--- config.mk ---
export PLATFORM = sky130hd
export DESIGN_NAME = voer_regs
export DESIGN_NICKNAME = d
export VERILOG_FILES = /design/src/voer_pkg.sv /design/src/voer_regs.sv
export SDC_FILE = /design/constraint.sdc
export NUM_CORES = 1
export LEC_CHECK = 0
export BUFFER_PORTS_ARGS = -buffer_cell sky130_fd_sc_hd__clkbuf_2
export CORE_MARGIN = 10
export CORE_UTILIZATION = 54
export CTS_CLUSTER_SIZE = 12
export DETAILED_ROUTE_END_ITERATION = 10
export PLACE_DENSITY = 0.78
export SYNTH_ARGS = -nofsm -noshare
export SYNTH_HDL_FRONTEND = slang
export SYNTH_SLANG_ARGS = --single-unit
--- constraint.sdc ---
create_clock -name clk -period 1.95 [get_ports clk]
set_input_delay 0 -clock clk [delete_from_list [all_inputs] [get_ports clk]]
set_output_delay 0 -clock clk [all_outputs]
set_load 0.02 [all_outputs]
--- src/voer_pkg.sv ---
// voer_pkg: constants, states and carriers of the video output id/enable regs
// assumes: 8-bit subaddressed registers behind a two-wire serial port
package voer_pkg;

   // subaddresses
   localparam logic [7:0] ADDR_MAKER_ID    = 8'h00;
   localparam logic [7:0] ADDR_PART_LOW    = 8'h01;
   localparam logic [7:0] ADDR_PART_HIGH   = 8'h02;
   localparam logic [7:0] ADDR_FIELD_STAT  = 8'h03;
   localparam logic [7:0] ADDR_OUT_ENABLE  = 8'hf2;
   localparam logic [7:0] ADDR_STRENGTH_A  = 8'hf8;
   localparam logic [7:0] ADDR_STRENGTH_B  = 8'hf9;

   // reset values of the writable registers, and the value read at unmapped subaddresses
   localparam logic [7:0] RST_OUT_ENABLE   = 8'h00;
   localparam logic [7:0] RST_STRENGTH_A   = 8'h00;
   localparam logic [7:0] RST_STRENGTH_B   = 8'h00;
   localparam logic [7:0] READ_UNMAPPED    = 8'h00;

   // output enable bits
   localparam int OE_PORT_A     = 0;
   localparam int OE_PORT_B     = 1;
   localparam int OE_PIXEL_CLK  = 2;
   localparam int OE_SYNC_GROUP = 3;
   localparam int OE_HALF_LINE  = 4;

   // strength field positions
   localparam int STR_LO_LSB   = 0;
   localparam int STR_MID_LSB  = 3;
   localparam int STR_TOP_LSB  = 6;

   // serial framing
   localparam logic [3:0] BITS_DATA = 4'h8;
   localparam logic [3:0] BITS_ACK  = 4'h9;

   typedef enum logic [2:0] {
      VOER_IDLE  = 3'b000,
      VOER_ADDR  = 3'b001,
      VOER_SUB   = 3'b010,
      VOER_WDATA = 3'b011,
      VOER_RDATA = 3'b100
   } voer_state_e;

   typedef struct packed {
      logic [2:0] port_a_data_strength;
      logic [2:0] clock_group_strength;
      logic [2:0] pixel_clock_strength;
      logic [2:0] port_b_data_strength;
      logic [2:0] sync_group_strength;
   } voer_strength_s;

   typedef struct packed {
      logic port_a_oe;
      logic port_b_oe;
      logic pixel_clock_oe;
      logic sync_group_oe;
      logic test_data_out;
      logic test_data_out_oe;
   } voer_enable_s;

endpackage

--- src/voer_regs.sv ---
// voer_regs: id, status, pad strength and output enable registers
// assumes: host reaches them over the serial port (scl/sda pins, sampled);
// field indicator, half-rate clock and tap state come from same-clock logic
//
// Operation
// - subaddress 00 reads back the eight-bit maker identification code.
// - part number: low byte at subaddress 01, high byte at 02.
// - subaddress 03 bit 0 is field indicator; host ignores bits 7:1.
// - strength A bits 2:0 drive port A; bits 5:3 clock group.
// - pixel clock strength is bits 5:3 ORed with bits 7:6 shifted left.
// - strength B bits 2:0 drive port B; bits 5:3 sync group.
// - enable bit 0 drives port A, else high impedance.
// - enable bit 1 drives port B, else high impedance.
// - enable bit 2 drives pixel clock output, else high impedance.
// - enable bit 3 drives syncs, references and line clocks, else tri-state.
// - enable bit 4 routes half-rate clock to test pin in reset state.
`timescale 1ns/1ns
module voer_regs #(
   parameter logic [6:0]  DEVICE_ADDR = 7'h43,  // arbitrary
   parameter logic [7:0]  MAKER_ID    = 8'h5a,  // arbitrary
   parameter logic [15:0] PART_NUMBER = 16'h1234 // arbitrary
) (
   input  wire logic                    clk,
   input  wire logic                    reset,
   input  wire logic                    scl_in,
   input  wire logic                    sda_in,
   output      logic                    sda_out,
   output      logic                    sda_oe,
   input  wire logic                    field_indicator,
   input  wire logic                    half_rate_line_clock,
   input  wire logic                    tap_test_logic_reset,
   output      voer_pkg::voer_strength_s strength,
   output      voer_pkg::voer_enable_s   enables
);

   typedef struct packed {
      logic [1:0]            scl_sync;
      logic [1:0]            sda_sync;
      logic                  scl_prev;
      logic                  sda_prev;
      voer_pkg::voer_state_e st;
      logic [3:0]            bitcnt;
      logic [7:0]            shreg;
      logic [7:0]            sub;
      logic                  pull_low;
      logic [7:0]            out_enable;
      logic [7:0]            strength_a;
      logic [7:0]            strength_b;
      voer_pkg::voer_strength_s strength;
      voer_pkg::voer_enable_s   enables;
   } voer_regs_s;

   voer_regs_s r;
   voer_regs_s next_r;

   ////////////////////////////////////////////////////////////////////////
   // read mux

   function automatic logic [7:0] read_reg(input logic [7:0] a,
                                           input voer_regs_s  s,
                                           input logic        fld);
      logic [7:0] v;
      v = voer_pkg::READ_UNMAPPED;
      case (a)
         voer_pkg::ADDR_MAKER_ID:   v = MAKER_ID;
         voer_pkg::ADDR_PART_LOW:   v = PART_NUMBER[7:0];
         voer_pkg::ADDR_PART_HIGH:  v = PART_NUMBER[15:8];
         voer_pkg::ADDR_FIELD_STAT: v = {7'h00, fld};
         voer_pkg::ADDR_OUT_ENABLE: v = s.out_enable;
         voer_pkg::ADDR_STRENGTH_A: v = s.strength_a;
         voer_pkg::ADDR_STRENGTH_B: v = s.strength_b;
         default:                   v = voer_pkg::READ_UNMAPPED;
      endcase
      return v;
   endfunction

   ////////////////////////////////////////////////////////////////////////
   // next state

   logic scl_rise;
   logic scl_fall;
   logic start_cond;
   logic stop_cond;
   logic sda_s;
   logic [7:0] rd_now;

   always_comb begin
      next_r = r;
      next_r.scl_sync = {r.scl_sync[0], scl_in};
      next_r.sda_sync = {r.sda_sync[0], sda_in};
      next_r.scl_prev = r.scl_sync[1];
      next_r.sda_prev = r.sda_sync[1];
      sda_s      = r.sda_sync[1];
      scl_rise   = r.scl_sync[1] & ~r.scl_prev;
      scl_fall   = ~r.scl_sync[1] & r.scl_prev;
      start_cond = r.scl_sync[1] & r.scl_prev & r.sda_prev & ~sda_s;
      stop_cond  = r.scl_sync[1] & r.scl_prev & ~r.sda_prev & sda_s;
      rd_now     = read_reg(r.sub, r, field_indicator);

      if (start_cond) begin
         next_r.st       = voer_pkg::VOER_ADDR;
         next_r.bitcnt   = 4'h0;
         next_r.pull_low = 1'b0;
      end else if (stop_cond) begin
         next_r.st       = voer_pkg::VOER_IDLE;
         next_r.pull_low = 1'b0;
      end else if (scl_rise && r.st != voer_pkg::VOER_IDLE) begin
         next_r.bitcnt = r.bitcnt + 4'h1;
         if (r.bitcnt < voer_pkg::BITS_DATA) begin
            next_r.shreg = (r.st == voer_pkg::VOER_RDATA) ? r.shreg
                           : {r.shreg[6:0], sda_s};
         end else if (r.st == voer_pkg::VOER_RDATA && sda_s) begin
            // host answered with no-acknowledge: read burst ends
            next_r.st = voer_pkg::VOER_IDLE;
         end
      end else if (scl_fall) begin
         case (r.st)
            voer_pkg::VOER_ADDR,
            voer_pkg::VOER_SUB,
            voer_pkg::VOER_WDATA: begin
               if (r.bitcnt == voer_pkg::BITS_DATA) begin
                  next_r.pull_low = 1'b1;
                  if (r.st == voer_pkg::VOER_ADDR &&
                      r.shreg[7:1] != DEVICE_ADDR) begin
                     next_r.st       = voer_pkg::VOER_IDLE;
                     next_r.pull_low = 1'b0;
                  end else if (r.st == voer_pkg::VOER_SUB) begin
                     next_r.sub = r.shreg;
                  end else if (r.st == voer_pkg::VOER_WDATA) begin
                     case (r.sub)
                        voer_pkg::ADDR_OUT_ENABLE: next_r.out_enable = r.shreg;
                        voer_pkg::ADDR_STRENGTH_A: next_r.strength_a = r.shreg;
                        voer_pkg::ADDR_STRENGTH_B: next_r.strength_b = r.shreg;
                        default: ; // id and status are read only
                     endcase
                     next_r.sub = r.sub + 8'h01;
                  end
               end else if (r.bitcnt == voer_pkg::BITS_ACK) begin
                  next_r.bitcnt   = 4'h0;
                  next_r.pull_low = 1'b0;
                  if (r.st == voer_pkg::VOER_ADDR && r.shreg[0]) begin
                     next_r.st       = voer_pkg::VOER_RDATA;
                     next_r.shreg    = rd_now;
                     next_r.pull_low = ~rd_now[7];
                  end else if (r.st == voer_pkg::VOER_ADDR) begin
                     next_r.st = voer_pkg::VOER_SUB;
                  end else begin
                     next_r.st = voer_pkg::VOER_WDATA;
                  end
               end
            end
            voer_pkg::VOER_RDATA: begin
               if (r.bitcnt < voer_pkg::BITS_DATA) begin
                  next_r.shreg    = {r.shreg[6:0], 1'b0};
                  next_r.pull_low = ~r.shreg[6];
               end else if (r.bitcnt == voer_pkg::BITS_DATA) begin
                  next_r.pull_low = 1'b0;
                  next_r.sub      = r.sub + 8'h01;
               end else begin
                  next_r.bitcnt   = 4'h0;
                  next_r.shreg    = rd_now;
                  next_r.pull_low = ~rd_now[7];
               end
            end
            default: begin
               next_r.pull_low = 1'b0;
            end
         endcase
      end

      // pad strength codes
      next_r.strength.port_a_data_strength =
         r.strength_a[voer_pkg::STR_LO_LSB +: 3];
      next_r.strength.clock_group_strength =
         r.strength_a[voer_pkg::STR_MID_LSB +: 3];
      next_r.strength.pixel_clock_strength =
         r.strength_a[voer_pkg::STR_MID_LSB +: 3] |
         {r.strength_a[voer_pkg::STR_TOP_LSB +: 2], 1'b0};
      next_r.strength.port_b_data_strength =
         r.strength_b[voer_pkg::STR_LO_LSB +: 3];
      next_r.strength.sync_group_strength =
         r.strength_b[voer_pkg::STR_MID_LSB +: 3];

      // output enables
      next_r.enables.port_a_oe      = r.out_enable[voer_pkg::OE_PORT_A];
      next_r.enables.port_b_oe      = r.out_enable[voer_pkg::OE_PORT_B];
      next_r.enables.pixel_clock_oe = r.out_enable[voer_pkg::OE_PIXEL_CLK];
      next_r.enables.sync_group_oe  =
         r.out_enable[voer_pkg::OE_SYNC_GROUP];
      next_r.enables.test_data_out_oe =
         r.out_enable[voer_pkg::OE_HALF_LINE] & tap_test_logic_reset;
      next_r.enables.test_data_out =
         r.out_enable[voer_pkg::OE_HALF_LINE] & tap_test_logic_reset &
         half_rate_line_clock;
   end

   ////////////////////////////////////////////////////////////////////////
   // state register

   always_ff @(posedge clk) begin
      if (reset) begin
         r            <= '0;
         r.scl_sync   <= 2'h3;
         r.sda_sync   <= 2'h3;
         r.scl_prev   <= 1'b1;
         r.sda_prev   <= 1'b1;
         r.st         <= voer_pkg::VOER_IDLE;
         r.out_enable <= voer_pkg::RST_OUT_ENABLE;
         r.strength_a <= voer_pkg::RST_STRENGTH_A;
         r.strength_b <= voer_pkg::RST_STRENGTH_B;
      end else begin
         r <= next_r;
      end
   end

   assign sda_out  = 1'b0;
   assign sda_oe   = r.pull_low;
   assign strength = r.strength;
   assign enables  = r.enables;

endmodule // voer_regs

==> impl_results.md <==
- Layout cells sized above 1: between 20% and 30%
- Fmax: 530 MHz
- Overall power: around 3100 uW
- DRT Pass-1 Iters: 5
- Routed vias: 3428
- Hold path endpoint: r[69]
- Critical Path AT: around 2100 ps
- Internal: 2410 uW
- Initial antenna violation count: 0
- Largest net degree at the start of global routing: 59
- CTS max path bufs: 2
- Final min period: 1890 ps
- Async SR Flop Fraction: 0%
- Sw power: 656 uW
- Skew-Pair Late Insertion Delay: 350 ps
- PortBufs: 28
- Top cell type's share of synthesized area: 37.5%
- Switching share of power: a little over a fifth
- CTS buffer count: 9
- Crit start category: flip-flop
- Clock Root Buffer: clkbuf_8
- GR Util met1: between 20% and 30%
- # rows: 31
- Placed cells: 567
- Worst EP required: 2160 ps
- Final Non-Filler Cells: 587
- Gate Count Post-Synth: about 440
- Crit Path Class: reg -> reg
- Most Used Layer, Global Route: met2
- Hold slack final: 23.0 ps
- First-pass GRT wire length: 15700 um
- # DRC: 0
- Leak: 0.00184 uW
- All-Layer GR Usage: approximately 17%
- Layout Skew: approximately 9.7 ps
- Cell Area, Placed: 4280 um^2
- Die height: 106 um
- Final wirelength: ~9700 um
- Slew Limit Headroom: slightly above 60%
- Fin crit share: between 90% and 100%
- Worst R2R Path Depth: 8
- Post-synth EDFFs: 0
- Largest cells by area after synthesis: dfxtp_1 (38%), buf_4 (5.3%), mux2i_1 (4.3%)
- Avg Inst Size Synth: 8.95 um^2
- Crit Path Max Fanout: 8
- Yosys Warn Count: 0
- Htree depth: 3
- Status: complete, no violations
- Peak VDD IR: 0.328 mV
- RR Endpoint: next_r[15]
- HPWL Detailed: 7010 um
- Ys flop type: dfxtp_1
- Clock Pin Slew Worst Setup and Hold Paths: 80 ps
- Max_cap viols: 0
- Commonest cells in the synthesized netlist: dfxtp_1 (74), nand2_1 (39), nor2_1 (31), buf_4 (28), a21oi_1 (25)
- Initial cell density of the core: 55.0%
- Via-to-Cell Ratio: 5.84
- Met2 usage: between 20 and 30%
- Layout area overhead: 18.3%
- Synth area leader: dfxtp_1
- Die span in x: 106 um
- Iteration-0 DRC Markers: 234
- Final core occ: 65.1%
- Count of cell types in the netlist: 74
- Flop-to-flop setup slack: 60 ps
- Power per cell area: 657 nW/um^2
- CTS tree: done
- Measured slew at the worst slew-check pin: 587 ps
- Combinational share of power: 3.8%
- Die area: approximately 11000 um^2
- Max-slew violations: 0
- Fin. Hold Viols: 0
- Hold crit path type: in -> reg
- Fillers: 579
- Clk pwr share: 46.6%
- Sequential-to-total area share from yosys stat: 37.5%
- Gr ovfl total: 0
- RR Startpoint: r[63]
- Post-route ant nets: 0
- Core area: 7180 um^2
- Vias in the first global route: 3154
- Wirelength per Cell: 16.5 um
- Final net count: between 400 and 500
- Yosys reg bits: 74
- Post-Syn Nets: approximately 460
- Hold Path Origin: reset
- Clock sinks: 74
- Synthesized area: 3950 um^2
- Design Area, Final: 4670 um^2
- # diodes: 0
- Setup Viol. Count Final: 0
- Met3 Use GR: 4.20%
- I/O pins: 30
- CP endpoint kind: flip-flop
- WHS Path Cells: 2
- Most instantiated library cell after synthesis: dfxtp_1
- Placer Congestion: ~0.95
- Sequential Power Share: about 50%
-- power groups by stage --
stage	Clock [uW]	Sequential, uW	Combinational (uW)
floorplan	0	1560	73.5
global placement	0	1560	103
detailed placement	0	1560	105
CTS	1450	1520	112
global route	1520	1520	127
finish	1430	1520	117
-- how the worst max path moves through the flow --
stage,startpoint,to,slack [ps],depth (start not counted)
floorplan,r[62],r[60],20,8
global placement,r[62],r[59],70,8
detailed placement,r[46],r[60],-30,8
CTS,r[46],r[60],0.5,8
global route,r[63],next_r[2],-20,8
finish,r[63],next_r[15],60,8
-- layout by cell type (no fill, tap or decap), types with 3 or more instances in the layout --
| master | synthesis | layout |
|---|---|---|
| o21a_1 | 4 | 4 |
| ha_1 | 7 | 4 |
| nor4_2 | 2 | 3 |
| a32o_1 | 5 | 5 |
| nand3_1 | 18 | 18 |
| nor2_1 | 31 | 30 |
| inv_1 | 5 | 4 |
| buf_4 | 28 | 49 |
| and3_1 | 9 | 6 |
| a311oi_2 | 2 | 4 |
| o21ai_0 | 14 | 14 |
| a21oi_1 | 25 | 25 |
| a211oi_1 | 6 | 6 |
| o31ai_1 | 3 | 3 |
| or3_1 | 3 | 3 |
| dlygate4sd3_1 | 0 | 4 |
| a22o_1 | 3 | 3 |
| mux2i_1 | 17 | 17 |
| or2_2 | 7 | 7 |
| nand2_1 | 39 | 39 |
| clkbuf_2 | 1 | 28 |
| bufinv_16 | 0 | 3 |
| dfxtp_2 | 0 | 4 |
| nor2b_1 | 22 | 21 |
| and2_1 | 5 | 5 |
| dfxtp_1 | 74 | 70 |
| clkbuf_8 | 0 | 9 |
| nand2b_1 | 8 | 8 |
| a31oi_1 | 9 | 9 |
| a311oi_1 | 6 | 4 |
| nor3_1 | 5 | 5 |
| o21ai_1 | 6 | 6 |
-- per-layer routing --
layer  share of wire, %  up-vias
li1                   -     1649
met1                 42     1619
met2                 47      141
met3                7.7       19
met4                2.6        0
met5                  0        -
-- worst max-delay path, cell delays in order (launching register included) --
cell	delay, ps
dfxtp_1	320
inv_1	110
ha_4	180
and3b_2	220
and4_1	280
and3_1	230
buf_12	140
mux2i_1	200
nor2_1	60
-- area by class of cell --
class / count / area [um^2] / area share, %
clock buffers: 9 / 124 / 2.65
clock inverters: 6 / 115 / 2.47
inverters: 5 / 18.8 / 0.402
multi-input cells: 311 / 2210 / 47.4
flip-flops and latches: 74 / 1490 / 31.8
well taps: 99 / 124 / 2.65
repair buffers: 83 / 588 / 12.6
-- repair_timing --
action,in CTS,in global routing
hold endpoints to repair,4,0
pin swaps,0,6
setup endpoints to repair,5,42
hold buffers,4,0
setup buffers,0,1
gates resized for setup,4,23
-- cells by family after synthesis --
kind of cell | Yosys count | synth area share (%)
simple gates | 175 | 25.1
compound gates | 111 | 21.6
flops | 74 | 37.5
buf+inv | 56 | 9.19
mux | 17 | 4.31
fa+ha+maj | 7 | 2.22
other cells | 1 | 0.0950
-- state kept, by name, summed over array words and instances, names as in the netlist --
register	count
r	33
next_r	20
strength	14
enables	6
sda_oe	1
-- stage by stage --
step / worst slack (ps) / TNS, ps
finish: 62.4 / 0
global route: -15.6 / -49.5
CTS: 0.537 / 0
detailed placement: -31.7 / -34.2
global placement: 72.2 / 0
floorplan: 19.8 / 0
Note: power is estimated with default switching activity, not from simulation.
